File: config.mk
export PLATFORM = sky130hd
export DESIGN_NAME = interrupt_enable_flag_unit
export DESIGN_NICKNAME = d
export VERILOG_FILES = /design/src/hw/irq_pkg.sv /design/src/hw/interrupt_enable_flag_unit.sv
export VERILOG_INCLUDE_DIRS = /design/src /design/src/hw
export SDC_FILE = /design/constraint.sdc
export NUM_CORES = 1
export LEC_CHECK = 0
export BUFFER_PORTS_ARGS = -buffer_cell sky130_fd_sc_hd__buf_2
export CORE_ASPECT_RATIO = 0.5
export CORE_UTILIZATION = 30
export CTS_CLUSTER_SIZE = 20
export DETAILED_ROUTE_END_ITERATION = 7
export SLEW_MARGIN = 25
export SYNTH_ARGS = -nofsm -noshare
export SYNTH_HDL_FRONTEND = slang
export SYNTH_SLANG_ARGS = --single-unit
export TNS_END_PERCENT = 50
File: constraint.sdc
create_clock -name CLK -period 2.9 [get_ports CLK]
set_clock_uncertainty 0.05 [all_clocks]
set_input_delay 0 -clock CLK [delete_from_list [all_inputs] [get_ports CLK]]
set_output_delay 0 -clock CLK [all_outputs]
set_load 0.01 [all_outputs]
File: src/hw/irq_defs.svh
// Register map, field positions and reset values of the interrupt enable/flag unit
`ifndef IRQ_DEFS_SVH
`define IRQ_DEFS_SVH

// Register indices; byte address is four times the index
`define IDX_CORE_CTRL_B0   8'h0b
`define IDX_CORE_CTRL_B1   8'h8b
`define IDX_PERIPH_REQ     8'h0c
`define IDX_PERIPH_EN      8'h8c
`define IDX_EVT_STATUS     8'h40
`define IDX_EVT_MASK       8'h41
`define IDX_CONFIG         8'h42

// Core control register fields
`define BIT_GLOBAL_EN      7
`define BIT_PERIPH_GRP_EN  6
`define BIT_T0_EN          5
`define BIT_EXT_EN         4
`define BIT_PINCHG_EN      3
`define BIT_T0_FLAG        2
`define BIT_EXT_FLAG       1
`define BIT_PINCHG_FLAG    0

// Peripheral request/enable fields
`define BIT_NV_DONE        7
`define BIT_T2_MATCH       1
`define BIT_T1_OVF         0
`define PERIPH_IMPL_MASK   8'hef

// Event status layout: [7:0] peripheral, [10:8] pin change, ext pin, timer0
`define EVT_W              11
`define EVT_T0_POS         8
`define EVT_IMPL_MASK      11'h7ef

// Config register: bit 0 selects rising edge on the external pin
`define BIT_EXT_RISING     0

// Reset values
`define RST_BYTE           8'h00
`define RST_CONFIG         8'h01
`define RST_EVT            11'h000

`endif

File: src/hw/irq_pkg.sv
// Types shared by the interrupt enable/flag unit
package irq_pkg;

  // Core interrupt control register as a packed record
  typedef struct packed {
    logic global_irq_enable;
    logic peripheral_group_enable;
    logic timer0_overflow_enable;
    logic ext_pin_irq_enable;
    logic pin_change_irq_enable;
    logic timer0_overflow_flag;
    logic ext_pin_irq_flag;
    logic pin_change_irq_flag;
  } core_ctrl_s;

  // Decoded register selection
  typedef enum {SEL_NONE, SEL_CORE, SEL_PREQ, SEL_PEN, SEL_STAT, SEL_MASK, SEL_CFG} reg_sel_e;

endpackage

File: src/hw/interrupt_enable_flag_unit.sv
// Interrupt enable and flag registers with APB access and core request generation
//
// Overview of operation
// - Every flag sets on its source event whatever the enables hold.
// - Bit 7 of core control is the global enable; zero blocks CORE_IRQ but not EVT_IRQ.
// - Peripheral sources also need the peripheral group enable at core bit 6.
// - Core control holds timer0, pin-change and external pin enables and flags.
// - Peripheral enable bit 0 gates the timer1 overflow request.
// - Peripheral request bit 7 sets on write done and holds until cleared.
// - Peripheral request bit 1 flags a timer2 count to period match.
// - Core control answers at two addresses, one per bank, same storage.
//
// Added by the designer: the APB interface to the registers.
`timescale 1ns/100ps
`default_nettype none
`include "irq_defs.svh"

module interrupt_enable_flag_unit
  import irq_pkg::*;
(
  // Clock and reset
  input  wire logic        CLK,
  input  wire logic        RESET,
  // APB slave
  input  wire logic [11:0] PADDR,
  input  wire logic        PSEL,
  input  wire logic        PENABLE,
  input  wire logic        PWRITE,
  input  wire logic [31:0] PWDATA,
  output var  logic [31:0] PRDATA,
  output var  logic        PREADY,
  output var  logic        PSLVERR,
  // Event sources, one-cycle pulses from same-clock logic
  input  wire logic        TIMER0_OVERFLOW,
  input  wire logic        PIN_CHANGE,
  input  wire logic [7:0]  PERIPH_EVENT,
  // External interrupt pin, asynchronous
  input  wire logic        EXT_IRQ_PIN,
  // Requests
  output var  logic        CORE_IRQ,
  output var  logic        EVT_IRQ
);

  // ****************************************************************
  // Decode helpers
  // ****************************************************************
  function automatic reg_sel_e decode(input logic [11:0] addr);
    logic [7:0] idx;
    idx = addr[9:2];
    decode = SEL_NONE;
    if (addr[11:10] == 2'b00 && addr[1:0] == 2'b00)
    begin
      unique case (idx)
        `IDX_CORE_CTRL_B0: decode = SEL_CORE;
        `IDX_CORE_CTRL_B1: decode = SEL_CORE;
        `IDX_PERIPH_REQ:   decode = SEL_PREQ;
        `IDX_PERIPH_EN:    decode = SEL_PEN;
        `IDX_EVT_STATUS:   decode = SEL_STAT;
        `IDX_EVT_MASK:     decode = SEL_MASK;
        `IDX_CONFIG:       decode = SEL_CFG;
        default:           decode = SEL_NONE;
      endcase
    end
  endfunction

  // Flag update: a source event always wins over a clearing write
  function automatic logic [7:0] flag_next(input logic [7:0] cur, input logic wr,
                                           input logic [7:0] wdat, input logic [7:0] evt);
    flag_next = (wr ? wdat : cur) | evt;
  endfunction

  // ****************************************************************
  // State
  // ****************************************************************
  core_ctrl_s  core_q;
  logic [7:0]  preq_q;
  logic [7:0]  pen_q;
  logic [10:0] stat_q;
  logic [10:0] mask_q;
  logic [7:0]  cfg_q;
  logic        pin_meta_q;
  logic        pin_sync_q;
  logic        pin_prev_q;
  logic        pready_q;
  logic        pslverr_q;
  logic [31:0] prdata_q;
  logic        core_irq_q;
  logic        evt_irq_q;

  reg_sel_e    sel;
  logic        wr_en;
  logic        ext_evt;
  logic [7:0]  core_evt;
  logic [7:0]  periph_evt;
  logic [10:0] all_evt;
  logic [7:0]  core_wmask;
  logic [7:0]  rdata;
  logic        core_req;
  logic        periph_req;

  assign sel   = decode(PADDR);
  // Write lands only at the access edge where the answer is given
  assign wr_en = PSEL & PENABLE & PWRITE & pready_q;

  // ****************************************************************
  // External pin synchroniser and edge detect
  // ****************************************************************
  always_ff @(posedge CLK)
  begin
    if (RESET)
    begin
      pin_meta_q <= 1'b0;
      pin_sync_q <= 1'b0;
      pin_prev_q <= 1'b0;
    end
    else
    begin
      pin_meta_q <= EXT_IRQ_PIN;
      pin_sync_q <= pin_meta_q;
      pin_prev_q <= pin_sync_q;
    end
  end

  // Edge is taken from the second and third stages; the first may be metastable
  assign ext_evt = cfg_q[`BIT_EXT_RISING] ? (pin_sync_q & ~pin_prev_q)
                                          : (~pin_sync_q & pin_prev_q);

  // ****************************************************************
  // Event vectors
  // ****************************************************************
  always_comb
  begin
    core_evt = `RST_BYTE;
    core_evt[`BIT_T0_FLAG]     = TIMER0_OVERFLOW;
    core_evt[`BIT_EXT_FLAG]    = ext_evt;
    core_evt[`BIT_PINCHG_FLAG] = PIN_CHANGE;
  end

  // Unimplemented bit never sets
  assign periph_evt = PERIPH_EVENT & `PERIPH_IMPL_MASK;
  assign all_evt    = {PIN_CHANGE, ext_evt, TIMER0_OVERFLOW, periph_evt};

  // ****************************************************************
  // Core interrupt control register
  // ****************************************************************
  // Enables take the write as is; flags go through the event-wins merge
  assign core_wmask = {5'h1f, 3'h0};

  always_ff @(posedge CLK)
  begin
    if (RESET)
      core_q <= core_ctrl_s'(`RST_BYTE);
    else
      core_q <= core_ctrl_s'((((wr_en && sel == SEL_CORE) ? PWDATA[7:0] : core_q)
                              & core_wmask)
                             | flag_next(core_q & ~core_wmask, wr_en && sel == SEL_CORE,
                                         PWDATA[7:0] & ~core_wmask, core_evt));
  end

  // ****************************************************************
  // Peripheral request and enable registers
  // ****************************************************************
  always_ff @(posedge CLK)
  begin
    if (RESET)
      preq_q <= `RST_BYTE;
    else
      preq_q <= flag_next(preq_q, wr_en && sel == SEL_PREQ,
                          PWDATA[7:0] & `PERIPH_IMPL_MASK, periph_evt);
  end

  always_ff @(posedge CLK)
  begin
    if (RESET)
      pen_q <= `RST_BYTE;
    else if (wr_en && sel == SEL_PEN)
      pen_q <= PWDATA[7:0] & `PERIPH_IMPL_MASK;
  end

  // ****************************************************************
  // Event status, mask and configuration
  // ****************************************************************
  // Sticky status, write one to clear; a new event in the same cycle stays
  always_ff @(posedge CLK)
  begin
    if (RESET)
      stat_q <= `RST_EVT;
    else if (wr_en && sel == SEL_STAT)
      stat_q <= (stat_q & ~PWDATA[10:0]) | all_evt;
    else
      stat_q <= stat_q | all_evt;
  end

  always_ff @(posedge CLK)
  begin
    if (RESET)
      mask_q <= `RST_EVT;
    else if (wr_en && sel == SEL_MASK)
      mask_q <= PWDATA[10:0] & `EVT_IMPL_MASK;
  end

  always_ff @(posedge CLK)
  begin
    if (RESET)
      cfg_q <= `RST_CONFIG;
    else if (wr_en && sel == SEL_CFG)
      cfg_q <= {7'h00, PWDATA[`BIT_EXT_RISING]};
  end

  // ****************************************************************
  // Request generation
  // ****************************************************************
  assign core_req = (core_q.timer0_overflow_enable & core_q.timer0_overflow_flag)
                  | (core_q.ext_pin_irq_enable & core_q.ext_pin_irq_flag)
                  | (core_q.pin_change_irq_enable & core_q.pin_change_irq_flag);
  assign periph_req = core_q.peripheral_group_enable & (|(preq_q & pen_q));

  // Registered so the core sees a clean level; costs one cycle of latency
  always_ff @(posedge CLK)
  begin
    if (RESET)
      core_irq_q <= 1'b0;
    else
      core_irq_q <= core_q.global_irq_enable & (core_req | periph_req);
  end

  always_ff @(posedge CLK)
  begin
    if (RESET)
      evt_irq_q <= 1'b0;
    else
      evt_irq_q <= |(stat_q & mask_q);
  end

  // ****************************************************************
  // APB answer
  // ****************************************************************
  always_comb
  begin
    rdata = `RST_BYTE;
    unique case (sel)
      SEL_CORE: rdata = core_q;
      SEL_PREQ: rdata = preq_q;
      SEL_PEN:  rdata = pen_q;
      SEL_STAT: rdata = stat_q[7:0];
      SEL_MASK: rdata = mask_q[7:0];
      SEL_CFG:  rdata = cfg_q;
      SEL_NONE: rdata = `RST_BYTE;
    endcase
  end

  // No wait state: answer is registered in setup, shown in the first access cycle
  always_ff @(posedge CLK)
  begin
    if (RESET)
      pready_q <= 1'b0;
    else
      pready_q <= PSEL & ~PENABLE & ~pready_q;
  end

  always_ff @(posedge CLK)
  begin
    if (RESET)
      pslverr_q <= 1'b0;
    else
      pslverr_q <= PSEL & ~PENABLE & ~pready_q & (sel == SEL_NONE);
  end

  always_ff @(posedge CLK)
  begin
    if (RESET)
      prdata_q <= 32'h0000_0000;
    else if (PSEL & ~PENABLE & ~PWRITE)
    begin
      unique case (sel)
        SEL_STAT: prdata_q <= {21'h0, stat_q};
        SEL_MASK: prdata_q <= {21'h0, mask_q};
        default:  prdata_q <= {24'h000000, rdata};
      endcase
    end
    else
      prdata_q <= 32'h0000_0000;
  end

  assign PRDATA   = prdata_q;
  assign PREADY   = pready_q;
  assign PSLVERR  = pslverr_q;
  assign CORE_IRQ = core_irq_q;
  assign EVT_IRQ  = evt_irq_q;
endmodule // interrupt_enable_flag_unit
`default_nettype wire

==> flow_summary_export.csv <==
group,metric,value,unit
cts,cts_buffers,9,
logic_synthesis,synth_top_cell_by_area,"dfxtp_1",
timing,worst_pin_slew,0.576,ns
logic_synthesis,ys_seq_elements,62,
logic_synthesis,ys.flop_type,"dfxtp_1",
cells_and_area,nNetsFinal,477,
timing,final_max_slew_viol_count,0,
pwr,ir_worst_vdd,0.000219,V
place,place.gp.congestion,0.802,
hold_path,hold_path_class,"primary input to flop",
timing,relSlewSlack,61.3,%
floorplan,dieArea,0.0106,mm²
timing,fmax,404,MHz
routing,ant_nets,0,
global_routing,grt-busiest-layer,"met2",
global_routing,use_met3,3.46,%
routing,vias_per_cell,5.09,
cells_and_area,fillers,949,
place,dpl-instance-area,0.00341,mm²
global_routing,grt_start_max_net_pins,50,
cells_and_area,final_cell_area,0.00404,mm²
critical_path,crit_required,3.06,ns
critical_path,worstPathMaxFanout,7,
timing,setup_viol,0,
cts,htree_num_levels,3,
timing,period_needed,2.48,ns
global_routing,grtUsageMet2,25.6,%
global_routing,grt.overflow.total,0,
timing,rsz0062_at_grt,"false",
global_routing,grt_pass1_vias,2540,
pwr,p_per_area,556,mW/mm²
logic_synthesis,yosys.cell_types.count,52,
place,dp_hpwl,6070,µm
timing,setup_tns,0,ns
cells_and_area,drive_gt1_share,21.3,%
critical_path,startpoint_type,"flop",
critical_path,worstSetupEndpointType,"flop",
cells_and_area,layoutNonFillerInstCount,557,
timing,hold_viol,0,
global_routing,grt_use_total,16.9,%
critical_path,critPathKind,"flop to flop",
critical_path,arrival,2.64,ns
logic_synthesis,synth_seq_area_share,40.6,%
routing,drc,0,
floorplan,start_util,31.6,%
cts,clkLatencyLatePin,0.33,ns
cts,cts_tree,"built",
place,place_ws,0.637,ns
logic_synthesis,synth.area.top_cells,"dfxtp_1 41%, mux2i_1 9.8%, buf_4 5.2%",
global_routing,use_met1,24.3,%
routing,wl,8620,µm
outcome,outcome,"finished clean",
cts,clk_path_buf_depth,2,
critical_path,crit_buf_inv,2,
floorplan,io_pins,96,
logic_synthesis,synth_warnings,0,
cts,cts-root-buf,"clkbuf_16",
floorplan,core_area,0.00967,mm²
cts,cts.sinks,62,
job,max_cap_violations,0,
global_routing,grt_pass1_wl,13600,µm
floorplan,die-width,145,µm
routing,vias,2837,
routing,drtPass1Iterations,7,
logic_synthesis,synth_cells,331,
routing,drtIter0Drc,264,
place,portBuffers,52,
logic_synthesis,synth_edf_count,0,
critical_path,crit_family,"simple AND/OR/NAND/NOR gates",
logic_synthesis,synthesis.area,0.00305,mm²
timing,whs,0.0767,ns
logic_synthesis,async_flop_share,0,%
critical_path,cpPeakStageDelay,0.77,ns
floorplan,rows,25,
timing,finalCritPeriodShare,85.4,%
cts,cts.repair.resized,0,
cells_and_area,layout_commonest_cell,"dfxtp_1",
routing,wl_per_cell,15.5,µm
cells_and_area,final_cell_mix,"62 x dfxtp_1, 52 x buf_2, 32 x nor2_1",
logic_synthesis,synth_top_area_share,40.6,%
cells_and_area,antenna_cells,0,
global_routing,antenna_found_initial,0,
critical_path,cp_cell_sequence,"nand4_1 -> buf_4 -> or4_1 -> mux2i_1 -> a21oi_1 -> dlygate4sd3_1",
cells_and_area,syn2layout_area_growth,32.1,%
place,post-place-cells,512,
pwr,leakage,0.00158,µW
timing,fin_ws,0.423,ns
logic_synthesis,synth.avg_cell_area,9.23,µm²
floorplan,die_y,73.3,µm
cts,clk_transition_reported_paths,0.06,ns
critical_path,crit_slowest_cell,"or4_1",
-- where the power goes --
part,switching (µW),internal [µW],leakage [µW]
registers,19.4,875,0.000506
clock network,398,779,0.000155
logic,91.9,80.0,0.000922
total,509,1730,0.00158
-- cell families after synthesis --
kind of cell,count (synthesis),share of synthesized area [%]
and+or+nand+nor,100,18.3
AOI/OAI and AO/OA,90,21.9
DFF,62,40.6
buffers and inverters,47,8.89
muxes,31,10.2
other,1,0.123
-- tightest hold or removal path: stages --
cell,delay (ns)
buf_2,0.09
or4_4,0.20
a2111oi_0,0.09
-- per-stage QoR --
step | util [%] | power, µW
global route | 41.7 | 2320
floorplan | - | 1010
detailed placement | 35.3 | 1050
CTS | 41.7 | 2260
global placement | 35.3 | 1050
finish | 41.7 | 2240
-- worst paths after layout --
path,startpoint,end,slack (ns),cells past startpoint
worst max register to register,PREADY$_SDFF_PP0_,preq_q[2]$_SDFF_PP0_,0.42,6
worst max-delay path,PREADY$_SDFF_PP0_,preq_q[2]$_SDFF_PP0_,0.42,6
worst min-delay path,PADDR[0],PRDATA[1]$_SDFF_PP0_,0.08,3
worst min register to register,pin_meta_q$_SDFF_PP0_,pin_sync_q$_SDFF_PP0_,0.40,1
-- layout make-up --
cell class / count / area [µm²] / share of cell area (%)
Clock buffer: 10 / 239 / 5.92
Multi-Input combinational cell: 242 / 1620 / 40.2
Clock inverter: 6 / 92.6 / 2.29
Tap cell: 135 / 169 / 4.19
Timing Repair Buffer: 92 / 633 / 15.7
Inverter: 10 / 37.5 / 0.930
Sequential cell: 62 / 1240 / 30.8
-- timing repair --
item | 4_1_cts | 5_1_grt
buffers inserted | 0 | 0
hold buffers | 29 | 0
endpoints found under the hold margin | 47 | 0
-- cell usage after synthesis, drive strengths merged, types with 10 or more instances --
cell type,instances
o21ai,12
nor2,32
nand3,18
inv,10
a31oi,11
a311oi,11
dfxtp,62
mux2i,30
buf,24
and3,11
a21oi,21
clkbuf,13
-- sequential cells by signal, indices dropped and copies added (netlist names), named ones only --
name	flops
CORE_IRQ	1
EVT_IRQ	1
stat_q	11
PREADY	1
pen_q	7
PSLVERR	1
cfg_q	1
mask_q	10
core_q	3
PRDATA	11
pin_sync_q	1
preq_q	7
pin_prev_q	1
pin_meta_q	1
-- layer usage --
layer  vias up  wire length, µm
met5         -                0
met4         0               35
met3         2              639
met2       116             3660
met1      1346             4280
li1       1373                -
(Power assumes the default switching activity.)
